===== src/hdl/sdm_cfg.svh =====
// Offsets, field positions, reset values and timing counts of the mode front-end.
// Assumes a 100 MHz system clock and a byte-addressed 32-bit register port.
`ifndef SDM_CFG_SVH
`define SDM_CFG_SVH
// Register offsets.
`define SDM_A_MODE 8'h00
`define SDM_A_CTRL 8'h04
`define SDM_A_STAT 8'h08
`define SDM_A_TQ_TGT 8'h0c
`define SDM_A_TQ_MAX 8'h10
`define SDM_A_NUM 8'h14
`define SDM_A_DEN 8'h18
`define SDM_A_SUBTYPE 8'h1c
`define SDM_A_POS 8'h20
`define SDM_A_PERIOD 8'h24
`define SDM_A_TIDX 8'h28
`define SDM_A_FE_WIN 8'h2c
`define SDM_A_FE_TMO 8'h30
`define SDM_A_DIN 8'h34
`define SDM_A_DOUT 8'h38
`define SDM_A_SFEN 8'h3c
`define SDM_A_POLES 8'h40
`define SDM_A_REV 8'h44
// Operating-mode codes.
`define SDM_MODE_CST 8'h0a
`define SDM_MODE_STEP 8'hff
`define SDM_MODE_SETUP 8'hfe
// Only supported time index, minus three.
`define SDM_TIDX_MS 8'hfd
// Status and control bit positions.
`define SDM_ST_SYNC 8
`define SDM_ST_INDEX 10
`define SDM_ST_FOLLOW 12
`define SDM_ST_FERR 13
`define SDM_CT_START 4
`define SDM_CT_CLOSED 0
// Reset values, level output field position and full steps per pole pair.
`define SDM_NUM_DEF 16'h0080
`define SDM_DEN_DEF 16'h0001
`define SDM_LEVEL_LSB 16
`define SDM_FULL_STEPS_PP 4
// Timing.
`define SDM_MS_NS 1000000
`define SDM_CLK_NS 10
`endif


===== src/hdl/sdm_pkg.sv =====
// Types shared by the mode front-end.
// Assumes sdm_cfg.svh supplies the numeric constants.
package sdm_pkg;
    // One register port request, all on the system clock.
    typedef struct packed {
        logic [7:0] addr;
        logic [31:0] wdata;
        logic wr;
        logic rd;
    } sdm_bus_t;
    // Auto setup sequence states, one-hot.
    typedef enum logic [2:0] {
        SDM_SU_IDLE = 3'b001,
        SDM_SU_RUN = 3'b010,
        SDM_SU_DONE = 3'b100
    } sdm_su_t;
endpackage


===== src/hdl/sdm_frontend.sv =====
// Mode front-end: cyclic torque, step/direction pulses, auto setup, digital I/O bits.
// Assumes a 100 MHz sys_clk, a same-clock register port and fieldbus sync pulse,
// and pins (step, direction, inputs, index) that are asynchronous to sys_clk.
`include "sdm_cfg.svh"

// How it works
// - Status bit 8 shows fieldbus sync
// - Status bit 12 shows torque target used
// - Cycle is period times 1 ms only
// - Each step pulse moves one scaled step
// - Step width is numerator over denominator
// - Scaling defaults to 128 over 1
// - Four full steps per pole pair
// - Status bit 13 flags following error timeout
// - Subtype 0: step input plus direction level
// - Subtype 1: pulsing input picks direction
// - Setup starts on rising control bit 4
// - Status bit 10 shows index mark found
// - Status bit 12 set when setup done
// - Special bits low half, levels high half
// - Output n at bit 15+n, bit16 input 1
// - Limit switches stay active in these modes
module sdm_frontend #(
    parameter int NIN = 4,
    parameter int NOUT = 2,
    parameter int MS_CYC = `SDM_MS_NS / `SDM_CLK_NS
) (
    // Clock and reset.
    input wire logic sys_clk,
    input wire logic rst_n,
    // Register port.
    input wire sdm_pkg::sdm_bus_t bus,
    output logic [31:0] rdata_r,
    // Fieldbus cycle and motor feedback, on sys_clk.
    input wire logic sync_pulse,
    input wire logic [31:0] act_pos,
    input wire logic setup_done,
    // Asynchronous pins.
    input wire logic step_in,
    input wire logic dir_in,
    input wire logic index_in,
    input wire logic [NIN-1:0] din,
    // Motor-side commands and outputs.
    output logic [31:0] pos_demand_r,
    output logic [15:0] torque_cmd_r,
    output logic setup_run_r,
    output logic brake_r,
    output logic [NOUT-1:0] dout_r
);
    // Pin synchronisers: first and second stage, plus previous value for edges.
    localparam int NSY = NIN + 3;
    logic [NSY-1:0] pin_raw, sy1_r, sy2_r, prev_r;
    assign pin_raw = {index_in, dir_in, step_in, din};
    // Each pin passes two flip-flops before anything reads it.
    for (genvar i = 0; i < NSY; i++) begin : g_sync
        always_ff @(posedge sys_clk or negedge rst_n) begin
            if (!rst_n) begin
                sy1_r[i] <= 1'b0;
                sy2_r[i] <= 1'b0;
                prev_r[i] <= 1'b0;
            end else begin
                sy1_r[i] <= pin_raw[i];
                sy2_r[i] <= sy1_r[i];
                prev_r[i] <= sy2_r[i];
            end
        end
    end

    // Synchronised levels and rising edges.
    wire [NIN-1:0] din_s = sy2_r[NIN-1:0];
    wire step_s = sy2_r[NIN];
    wire dir_s = sy2_r[NIN+1];
    wire step_rise = step_s & ~prev_r[NIN];
    wire dir_rise = dir_s & ~prev_r[NIN+1];
    wire index_rise = sy2_r[NIN+2] & ~prev_r[NIN+2];
    // Software-written registers.
    logic [7:0] mode_r, subtype_r, tidx_r, poles_r;
    logic [31:0] ctrl_r, dout_reg_r, fe_win_r;
    logic [15:0] tq_tgt_r, tq_max_r, num_r, den_r, period_r, fe_tmo_r, sfen_r;
    logic wr_seen_r;
    // Address decode.
    wire w_mode = bus.wr && bus.addr == `SDM_A_MODE;
    wire w_ctrl = bus.wr && bus.addr == `SDM_A_CTRL;
    wire w_tq = bus.wr && bus.addr == `SDM_A_TQ_TGT;
    wire w_num = bus.wr && bus.addr == `SDM_A_NUM;
    wire w_den = bus.wr && bus.addr == `SDM_A_DEN;
    wire w_tidx = bus.wr && bus.addr == `SDM_A_TIDX && bus.wdata[7:0] == `SDM_TIDX_MS;
    // Mode decode; the master selects the mode by code.
    wire m_cst = mode_r == `SDM_MODE_CST;
    wire m_step = mode_r == `SDM_MODE_STEP;
    wire m_setup = mode_r == `SDM_MODE_SETUP;
    // Register writes; unmapped addresses are ignored.
    always_ff @(posedge sys_clk or negedge rst_n) begin
        if (!rst_n) begin
            mode_r <= 8'h00;
            ctrl_r <= 32'h0;
            tq_tgt_r <= 16'h0;
            tq_max_r <= 16'h0;
            num_r <= `SDM_NUM_DEF;
            den_r <= `SDM_DEN_DEF;
            subtype_r <= 8'h00;
            period_r <= 16'h0001;
            tidx_r <= `SDM_TIDX_MS;
            fe_win_r <= 32'h0;
            fe_tmo_r <= 16'h0;
            dout_reg_r <= 32'h0;
            sfen_r <= 16'h0;
            poles_r <= 8'h01;
            wr_seen_r <= 1'b0;
        end else begin
            wr_seen_r <= wr_seen_r | w_num | w_den;
            if (w_mode) mode_r <= bus.wdata[7:0];
            if (w_ctrl) ctrl_r <= bus.wdata;
            if (w_tq) tq_tgt_r <= bus.wdata[15:0];
            if (bus.wr && bus.addr == `SDM_A_TQ_MAX) tq_max_r <= bus.wdata[15:0];
            if (w_num) num_r <= bus.wdata[15:0];
            if (w_den) den_r <= bus.wdata[15:0];
            if (bus.wr && bus.addr == `SDM_A_SUBTYPE) subtype_r <= bus.wdata[7:0];
            if (bus.wr && bus.addr == `SDM_A_PERIOD) period_r <= bus.wdata[15:0];
            if (w_tidx) tidx_r <= bus.wdata[7:0];
            if (bus.wr && bus.addr == `SDM_A_FE_WIN) fe_win_r <= bus.wdata;
            if (bus.wr && bus.addr == `SDM_A_FE_TMO) fe_tmo_r <= bus.wdata[15:0];
            if (bus.wr && bus.addr == `SDM_A_DOUT) dout_reg_r <= bus.wdata;
            if (bus.wr && bus.addr == `SDM_A_SFEN) sfen_r <= bus.wdata[15:0];
            if (bus.wr && bus.addr == `SDM_A_POLES) poles_r <= bus.wdata[7:0];
        end
    end

    // Millisecond time base for the cycle and following-error timers.
    logic [$clog2(MS_CYC)-1:0] ms_cnt_r;
    wire ms_tick = ms_cnt_r == ($clog2(MS_CYC))'(MS_CYC - 1);
    always_ff @(posedge sys_clk or negedge rst_n) begin
        if (!rst_n) ms_cnt_r <= '0;
        else ms_cnt_r <= ms_tick ? '0 : ms_cnt_r + 1'b1;
    end
    // Cycle supervision: in sync when pulses are one period apart, closing-edge tick counted.
    logic [15:0] since_r;
    logic sync_ok_r, fresh_r, follow_r;
    wire late = since_r > period_r;
    always_ff @(posedge sys_clk or negedge rst_n) begin
        if (!rst_n) begin
            since_r <= 16'h0;
            sync_ok_r <= 1'b0;
            fresh_r <= 1'b0;
            follow_r <= 1'b0;
        end else begin
            if (sync_pulse) since_r <= 16'h0;
            else if (ms_tick && !late) since_r <= since_r + 16'h1;
            if (sync_pulse) sync_ok_r <= since_r + 16'(ms_tick) == period_r;
            else if (late) sync_ok_r <= 1'b0;
            // A target write in the sync cycle counts for the next cycle.
            if (w_tq) fresh_r <= 1'b1;
            else if (sync_pulse) fresh_r <= 1'b0;
            // The target is followed only while in sync and refreshed each cycle.
            if (sync_pulse) follow_r <= (since_r + 16'(ms_tick) == period_r) && fresh_r;
            else if (late) follow_r <= 1'b0;
        end
    end

    // Limit switches, gated by their special-function enables.
    wire lim_neg = din_s[0] & sfen_r[0];
    wire lim_pos = din_s[1] & sfen_r[1];
    // Torque command: target clamped to the maximum, blocked toward a hit limit.
    wire signed [15:0] tq_s = tq_tgt_r;
    wire signed [16:0] tq_max_s = {1'b0, tq_max_r};
    wire tq_hi = 17'(tq_s) > tq_max_s;
    wire tq_lo = 17'(tq_s) < -tq_max_s;
    wire tq_block = (lim_neg && tq_s < 0) || (lim_pos && tq_s > 0);
    wire [15:0] tq_clamp = tq_hi ? tq_max_r : tq_lo ? 16'(-tq_max_s) : tq_tgt_r;
    always_ff @(posedge sys_clk or negedge rst_n) begin
        if (!rst_n) torque_cmd_r <= 16'h0;
        else torque_cmd_r <= (m_cst && follow_r && !tq_block) ? tq_clamp : 16'h0;
    end

    // Step width divider: restarts after each scaling write, 17 cycles (one load, 16 shift steps).
    logic [15:0] width_r, quo_r;
    logic [16:0] rem_r;
    logic [4:0] div_cnt_r;
    wire div_busy = div_cnt_r != 5'd0;
    wire [16:0] rem_sh = {rem_r[15:0], quo_r[15]};
    wire rem_ge = rem_sh >= {1'b0, den_r};
    always_ff @(posedge sys_clk or negedge rst_n) begin
        if (!rst_n) begin
            width_r <= `SDM_NUM_DEF;
            quo_r <= 16'h0;
            rem_r <= 17'h0;
            div_cnt_r <= 5'd0;
        end else if (w_num || w_den) begin
            div_cnt_r <= 5'd17;
        end else if (div_cnt_r == 5'd17) begin
            quo_r <= num_r;
            rem_r <= 17'h0;
            div_cnt_r <= 5'd16;
        end else if (div_busy) begin
            rem_r <= rem_ge ? rem_sh - {1'b0, den_r} : rem_sh;
            quo_r <= {quo_r[14:0], rem_ge};
            div_cnt_r <= div_cnt_r - 5'd1;
            if (div_cnt_r == 5'd1) width_r <= (den_r == 16'h0) ? 16'h0 : {quo_r[14:0], rem_ge};
        end
    end

    // Step decode per subtype: up and down requests.
    wire sub_dual = subtype_r == 8'h01;
    wire up_req = sub_dual ? (step_rise && !dir_rise) : (step_rise && !dir_s);
    wire dn_req = sub_dual ? (dir_rise && !step_rise) : (step_rise && dir_s);
    wire step_up = m_step && up_req && !lim_pos;
    wire step_dn = m_step && dn_req && !lim_neg;
    wire [31:0] width_x = {16'h0, width_r};
    // Position demand, one scaled step per accepted pulse.
    always_ff @(posedge sys_clk or negedge rst_n) begin
        if (!rst_n) pos_demand_r <= 32'h0;
        else if (step_up) pos_demand_r <= pos_demand_r + width_x;
        else if (step_dn) pos_demand_r <= pos_demand_r - width_x;
    end
    // Full steps per revolution for a brushless motor handled as a stepper.
    wire [15:0] rev_steps = 16'(poles_r) * 16'(`SDM_FULL_STEPS_PP);
    // Following error: out of window for longer than the timeout in closed loop.
    wire [31:0] fe_diff = pos_demand_r - act_pos;
    wire [31:0] fe_abs = fe_diff[31] ? -fe_diff : fe_diff;
    wire fe_out = m_step && ctrl_r[`SDM_CT_CLOSED] && fe_abs > fe_win_r;
    logic [15:0] fe_ms_r;
    logic fe_r;
    always_ff @(posedge sys_clk or negedge rst_n) begin
        if (!rst_n) begin
            fe_ms_r <= 16'h0;
            fe_r <= 1'b0;
        end else begin
            if (!fe_out) fe_ms_r <= 16'h0;
            else if (ms_tick && fe_ms_r != 16'hffff) fe_ms_r <= fe_ms_r + 16'h1;
            fe_r <= fe_out && fe_ms_r > fe_tmo_r;
        end
    end

    // Auto setup sequence, started only on a rising start bit.
    sdm_pkg::sdm_su_t su_r, su_nxt;
    logic start_prev_r, indexed_r, aligned_r;
    wire start_rise = ctrl_r[`SDM_CT_START] && !start_prev_r;
    wire su_go = m_setup && start_rise && !lim_neg && !lim_pos;
    always_comb begin
        su_nxt = su_r;
        unique case (su_r)
            sdm_pkg::SDM_SU_IDLE: if (su_go) su_nxt = sdm_pkg::SDM_SU_RUN;
            sdm_pkg::SDM_SU_RUN: begin
                if (!m_setup) su_nxt = sdm_pkg::SDM_SU_IDLE;
                else if (setup_done) su_nxt = sdm_pkg::SDM_SU_DONE;
            end
            sdm_pkg::SDM_SU_DONE: if (su_go) su_nxt = sdm_pkg::SDM_SU_RUN;
            default: su_nxt = sdm_pkg::SDM_SU_IDLE;
        endcase
    end

    // Setup state, index flag and completion flag.
    always_ff @(posedge sys_clk or negedge rst_n) begin
        if (!rst_n) begin
            su_r <= sdm_pkg::SDM_SU_IDLE;
            start_prev_r <= 1'b0;
            indexed_r <= 1'b0;
            aligned_r <= 1'b0;
            setup_run_r <= 1'b0;
        end else begin
            su_r <= su_nxt;
            start_prev_r <= ctrl_r[`SDM_CT_START];
            setup_run_r <= su_nxt == sdm_pkg::SDM_SU_RUN;
            // A new run clears the index flag; an index edge in the run sets it.
            if (su_r == sdm_pkg::SDM_SU_RUN && index_rise) indexed_r <= 1'b1;
            else if (su_go) indexed_r <= 1'b0;
            if (su_r == sdm_pkg::SDM_SU_RUN && setup_done) aligned_r <= 1'b1;
            else if (su_go) aligned_r <= 1'b0;
        end
    end

    // Status word assembled per mode.
    wire [31:0] stat_w = {18'h0,
        m_step & fe_r,
        (m_cst & follow_r) | (m_setup & aligned_r),
        1'b0,
        m_setup & indexed_r,
        1'b0,
        m_cst & sync_ok_r,
        8'h0};
    // Digital inputs: special bits low, levels from bit 16 regardless of enable.
    wire [15:0] din_lvl = 16'(din_s);
    wire [15:0] din_sf = din_lvl & sfen_r;
    wire [31:0] din_w = {din_lvl, din_sf};
    // Brake and level outputs, output n taken from bit 15+n.
    always_ff @(posedge sys_clk or negedge rst_n) begin
        if (!rst_n) begin
            brake_r <= 1'b0;
            dout_r <= '0;
        end else begin
            brake_r <= dout_reg_r[0];
            dout_r <= dout_reg_r[`SDM_LEVEL_LSB +: NOUT];
        end
    end

    // Read multiplexer; unmapped addresses read zero.
    logic [31:0] rd_mux;
    always_comb begin
        unique case (bus.addr)
            `SDM_A_MODE: rd_mux = {24'h0, mode_r};
            `SDM_A_CTRL: rd_mux = ctrl_r;
            `SDM_A_STAT: rd_mux = stat_w;
            `SDM_A_TQ_TGT: rd_mux = {16'h0, tq_tgt_r};
            `SDM_A_TQ_MAX: rd_mux = {16'h0, tq_max_r};
            `SDM_A_NUM: rd_mux = {16'h0, num_r};
            `SDM_A_DEN: rd_mux = {16'h0, den_r};
            `SDM_A_SUBTYPE: rd_mux = {24'h0, subtype_r};
            `SDM_A_POS: rd_mux = pos_demand_r;
            `SDM_A_PERIOD: rd_mux = {16'h0, period_r};
            `SDM_A_TIDX: rd_mux = {24'h0, tidx_r};
            `SDM_A_FE_WIN: rd_mux = fe_win_r;
            `SDM_A_FE_TMO: rd_mux = {16'h0, fe_tmo_r};
            `SDM_A_DIN: rd_mux = din_w;
            `SDM_A_DOUT: rd_mux = dout_reg_r;
            `SDM_A_SFEN: rd_mux = {16'h0, sfen_r};
            `SDM_A_POLES: rd_mux = {24'h0, poles_r};
            `SDM_A_REV: rd_mux = {16'h0, rev_steps};
            default: rd_mux = 32'h0;
        endcase
    end
    // Read data stand one cycle after the read strobe, zero otherwise.
    always_ff @(posedge sys_clk or negedge rst_n) begin
        if (!rst_n) rdata_r <= 32'h0;
        else rdata_r <= bus.rd ? rd_mux : 32'h0;
    end
    // Checks.
    sync_bit_a: assert property (@(posedge sys_clk) disable iff (!rst_n)
        bus.rd && bus.addr == `SDM_A_STAT && m_cst |=> rdata_r[8] == $past(sync_ok_r))
        else $error("sync status bit wrong");
    follow_bit_a: assert property (@(posedge sys_clk) disable iff (!rst_n)
        m_cst && !follow_r |=> torque_cmd_r == 16'h0)
        else $error("torque applied while not following");
    step_adv_a: assert property (@(posedge sys_clk) disable iff (!rst_n)
        step_up |=> pos_demand_r == $past(pos_demand_r) + $past(width_x))
        else $error("step did not advance by width");
    div_res_a: assert property (@(posedge sys_clk) disable iff (!rst_n)
        $fell(div_busy) && den_r != 16'h0 |-> 32'(width_r) * 32'(den_r) <= 32'(num_r))
        else $error("step width too large");
    scale_def_a: assert property (@(posedge sys_clk) disable iff (!rst_n)
        !wr_seen_r |-> width_r == `SDM_NUM_DEF && num_r == `SDM_NUM_DEF)
        else $error("default scaling lost");
    dual_dir_a: assert property (@(posedge sys_clk) disable iff (!rst_n)
        m_step && sub_dual && dir_rise && !step_rise && !lim_neg
        |=> pos_demand_r == $past(pos_demand_r) - $past(width_x))
        else $error("second input did not step down");
    setup_start_a: assert property (@(posedge sys_clk) disable iff (!rst_n)
        $rose(setup_run_r) |-> $past(su_go))
        else $error("setup started without rising start bit");
    index_flag_a: assert property (@(posedge sys_clk) disable iff (!rst_n)
        su_r == sdm_pkg::SDM_SU_RUN && index_rise |=> indexed_r)
        else $error("index mark not recorded");
    aligned_bit_a: assert property (@(posedge sys_clk) disable iff (!rst_n)
        su_r == sdm_pkg::SDM_SU_RUN && setup_done |=> aligned_r ##1 !setup_run_r)
        else $error("setup completion not flagged");
    ferr_bit_a: assert property (@(posedge sys_clk) disable iff (!rst_n)
        fe_r |-> $past(fe_out) && $past(fe_ms_r) > $past(fe_tmo_r))
        else $error("following error without timeout");
    level_bit_a: assert property (@(posedge sys_clk) disable iff (!rst_n)
        bus.rd && bus.addr == `SDM_A_DIN |=> rdata_r[16] == $past(din_s[0]))
        else $error("input 1 level bit wrong");
    limit_stop_a: assert property (@(posedge sys_clk) disable iff (!rst_n)
        lim_neg && !step_up |=> pos_demand_r == $past(pos_demand_r))
        else $error("moved into negative limit");
endmodule


===== config.mk =====
export PLATFORM = sky130hd
export DESIGN_NAME = sdm_frontend
export DESIGN_NICKNAME = d
export VERILOG_FILES = /design/src/hdl/sdm_pkg.sv /design/src/hdl/sdm_frontend.sv
export VERILOG_INCLUDE_DIRS = /design/src /design/src/hdl
export SDC_FILE = /design/constraint.sdc
export NUM_CORES = 1
export LEC_CHECK = 0
export BUFFER_PORTS_ARGS = -buffer_cell sky130_fd_sc_hd__buf_2
export CAP_MARGIN = 0
export CELL_PAD_IN_SITES_DETAIL_PLACEMENT = 0
export CELL_PAD_IN_SITES_GLOBAL_PLACEMENT = 1
export CORE_UTILIZATION = 40
export CTS_BUF_LIST = sky130_fd_sc_hd__clkbuf_4 sky130_fd_sc_hd__clkbuf_8
export DETAILED_ROUTE_END_ITERATION = 12
export HOLD_SLACK_MARGIN = 0.02
export PLACE_DENSITY = 0.7
export SETUP_SLACK_MARGIN = 0.1
export SLEW_MARGIN = 40
export SYNTH_ARGS = -nofsm -noshare
export SYNTH_HDL_FRONTEND = slang
export SYNTH_SLANG_ARGS = --single-unit

===== constraint.sdc =====
create_clock -name sys_clk -period 8.58 [get_ports sys_clk]
set_input_delay 1.287 -clock sys_clk [delete_from_list [all_inputs] [get_ports sys_clk]]
set_output_delay 1.287 -clock sys_clk [all_outputs]
set_load 0.005 [all_outputs]

==> flow_metrics.tcl <==
set metrics [dict create \
    status "complete, no violations" \
    synthCells 2793 \
    hpwl_um 69200 \
    cts.sinks 453 \
    core_um2 68500 \
    area_growth_pct 13.3 \
    fin_crit_sh_pct 73.0 \
    synth_fa_ha_area_share_pct 8.63 \
    dp.cells 3769 \
    post-route-drc-count 0 \
    cp-end-kind "flop" \
    first_global_vias 22706 \
    ff2ff_setup_slack_ns 2.32 \
    viasPerCell 5.86 \
    syn_area_um2 27700 \
    hold_class "flop to flop" \
    synth_edf_count 0 \
    synth_compound_area_share_pct 16.8 \
    p_per_area_nw_per_um2 208 \
    ys_warn_count 0 \
    setup_viol 0 \
    die_x_um 265 \
    cts-htree-levels 3 \
    syn_area_per_cell_um2 9.90 \
    cap_violations 0 \
    p_int_mw 4.30 \
    routed_wl_um 94200 \
    detail-route-antenna-nets 0 \
    multiInputGateArea_um2 15300 \
    period_minus_slack_ns 6.26 \
    async_reset_ff_share_pct 100 \
    numPortBuffers 168 \
    antenna_found_initial 8 \
    fp.dieArea_um2 70200 \
    nFillCells 6548 \
    cts_setup_buffers 0 \
    start_util_pct 40.4 \
    synthMuxAreaShare_pct 11.0 \
    drive_gt1_share_pct 21.4 \
    io_pins 169 \
    core.rowCount 96 \
    seqCellArea_um2 11400 \
    finClkSkew_ns 0.0347 \
    drtPass1Iterations 5 \
    total_power_mw 6.53 \
    cp.arrival_ns 6.82 \
    rsz0062_at_grt "false" \
    grt_max_degree 148 \
    grt.met3_usage_pct 5.32 \
    ys_ff_latch 453 \
    grt_pass1_wl_um 143000 \
    cts_hold_buf 0 \
    synth_top_flop_cell "dfrtp_1" \
    use_met2_pct 43.4 \
    start_kind "flop" \
    power_frac_comb_pct 28.9 \
    synth_top_family_by_area "compound AO/OA/AOI/OAI gates" \
    synth.distinct_cells 83 \
    cts-root-buf "clkbuf_8" \
    synth_nets 3067 \
    cts_tree "built" \
    wl_per_cell_um 24.0 \
    cts-resized-gates 0 \
    met1_usage_pct 35.7 \
    dieHeight_um 265 \
    worstMarginPinSlew_ns 0.866 \
    criticalPathCategory "flop to flop" \
    overflow 0 \
    gp_congestion 0.905 \
    cts-buffers-inserted 83 \
    synth-simple-area-share_pct 12.7 \
    clockBufferDepth 3 \
    hold_viol_final 0 \
    grtUsageTotal_pct 26.8 \
    nets 3248 \
    max-vdd-ir-drop_uv 128 \
    worst_slew_margin_rel_pct 42.0 \
    p_switching_mw 2.23 \
    yosysSeqAreaShare_pct 41.0 \
    clock.fmax_mhz 160 \
    p_leak_nw 14.8 \
    drv_slew 0 \
    busiest_layer "met2" \
    clk_pin_slew_ns 0.05 \
    fin_tns_setup_ns 0 \
    swShare_pct 34.1 \
    clkPwrFrac_pct 32.8 \
    insertion_delay_ns 0.68 \
    finalNonFillerCells 3921 \
    synth_xor_area_share_pct 5.92 \
    crit_required_ns 9.14 \
    p_seq_share_pct 38.3 \
    vias 22976 \
    drtIter0Drc 1883 \
    cp_max_fo 17 \
]
==> worst max-delay path, stage by stage (launching register included) <==
cell and delay (ns):
dfrtp_1 0.52, inv_1 0.21, ha_1 0.19, inv_1 0.06, fa_1 0.41, a211oi_1 0.31
o21bai_1 0.16, a2111oi_2 0.77, or3_1 0.25, a31oi_1 0.21, a211oi_1 0.45, nor4b_2 0.45
and2_1 0.18, a21oi_1 0.08, xnor2_1 0.19, ha_1 0.30, and3_1 0.14, nand3_1 0.07
or4_1 0.42, o211ai_1 0.18, o2111ai_1 0.13, buf_4 0.25, a221oi_1 0.22
==> cells in the mapped netlist (22+ instances only) <==
cell type  instances  area, um^2
xnor2_1          122        1070
nand2_1          216         811
o21ai_0          120         601
a22o_1            33         289
a21o_1            58         435
a31oi_1           30         188
nand3_1           57         285
buf_1             24        90.1
a221oi_1          34         298
o21a_1            33         248
nor2_1           185         694
inv_1            169         634
clkbuf_1          82         308
ha_1             186        2330
dfrtp_1          440       11000
nor3_1            52         260
nand4_1           57         357
nor2b_1           22         138
xor2_1            58         508
mux2_2           233        2620
a21oi_1          156         781
mux2i_1           41         410
and3_1            30         188
a22oi_1           62         465
==> layout make-up <==
cell class,count,area share (%)
timing repair buffer,210,3.94
clock buffer,126,5.01
sequential,453,36.2
inverter,169,2.02
antenna,2,0.0160
multi-input combinational,2057,48.8
clock inverter,22,0.499
tap,882,3.52
==> final timing paths <==
| check | from | to | cells after the start |
|---|---|---|---|
| worst max-delay path | pos_demand_r[0]$_DFFE_PN0P_ | fe_r$_DFF_PN0_ | 22 |
| worst min-delay path | sy1_r[4]$_DFF_PN0_ | step_s$_DFF_PN0_ | 0 |
| worst max register to register | pos_demand_r[0]$_DFFE_PN0P_ | fe_r$_DFF_PN0_ | 22 |
| worst min register to register | sy1_r[4]$_DFF_PN0_ | step_s$_DFF_PN0_ | 0 |
| max in group asynchronous | rst_n | num_r[15]$_DFFE_PN0P_ | 3 |
| min in group asynchronous | rst_n | pos_demand_r[15]$_DFFE_PN0P_ | 1 |
==> sequential cells by signal, indices dropped and copies added, names as in the netlist, 16 cells and up <==
register / cells
ctrl_r: 32
den_r: 16
dout_reg_r: 32
fe_ms_r: 16
fe_tmo_r: 16
fe_win_r: 32
ms_cnt_r: 17
num_r: 16
period_r: 16
pos_demand_r: 32
quo_r: 16
rdata_r: 32
rem_r: 16
sfen_r: 16
since_r: 16
torque_cmd_r: 16
tq_max_r: 16
tq_s: 16
width_r: 16
==> metal layers <==
metal,vias up,wire [um]
met3,160,6350
met1,11411,41300
met2,825,43800
met4,4,2850
met5,-,22
li1,10576,-
==> power groups by stage <==
stage | registers, mW | logic [mW] | clock network [mW]
finish | 2.50 | 1.88 | 2.14
global route | 2.52 | 2.12 | 2.31
CTS | 2.50 | 1.88 | 2.20
detailed placement | 2.53 | 1.87 | 0
global placement | 2.53 | 1.82 | 0
floorplan | 2.46 | 1.44 | 0
==> logic make-up (layout without fill, tap and decap cells) <==
kind of cell | count (synthesis) | in the layout
buf+inv | 283 | 527
simple gates | 728 | 728
mux | 274 | 274
xor+xnor | 183 | 183
flops | 453 | 453
other cells | 0 | 2
compound gates | 683 | 683
fa+ha+maj | 189 | 189
==> metrics by stage <==
stage	setup slack [ns]	util, %	cell area [um^2]	hold WS (ns)
after detailed placement	1.69	43.2	29600	0.335
after global placement	1.74	43.1	29500	0.338
after CTS	2.29	45.7	31300	0.348
after floorplan	2.50	-	27700	0.331
final	2.32	45.8	31400	0.348
after global routing	1.79	45.8	31400	0.355
==> placed cells by master, fill, tap and decap left out, types with 13 or more instances in the layout <==
cell type and count:
a211oi_1 16, a21o_1 58, a21oi_1 156, a221oi_1 34, a22o_1 33, a22oi_1 62, a31oi_1 30, and3_1 29
buf_2 167, buf_4 37, clkbuf_4 26, clkbuf_8 100, clkinv_2 14, dfrtp_1 440, dfstp_2 13, ha_1 186
inv_1 169, mux2_2 233, mux2i_1 41, nand2_1 212, nand2b_1 17, nand3_1 56, nand4_1 57, nor2_1 179
nor2b_1 22, nor3_1 51, nor4_1 17, o211ai_1 18, o21a_1 33, o21ai_0 119, o31ai_1 14, o32ai_1 15
xnor2_1 122, xor2_1 58
No activity file was read; power rests on OpenSTA's default activity.
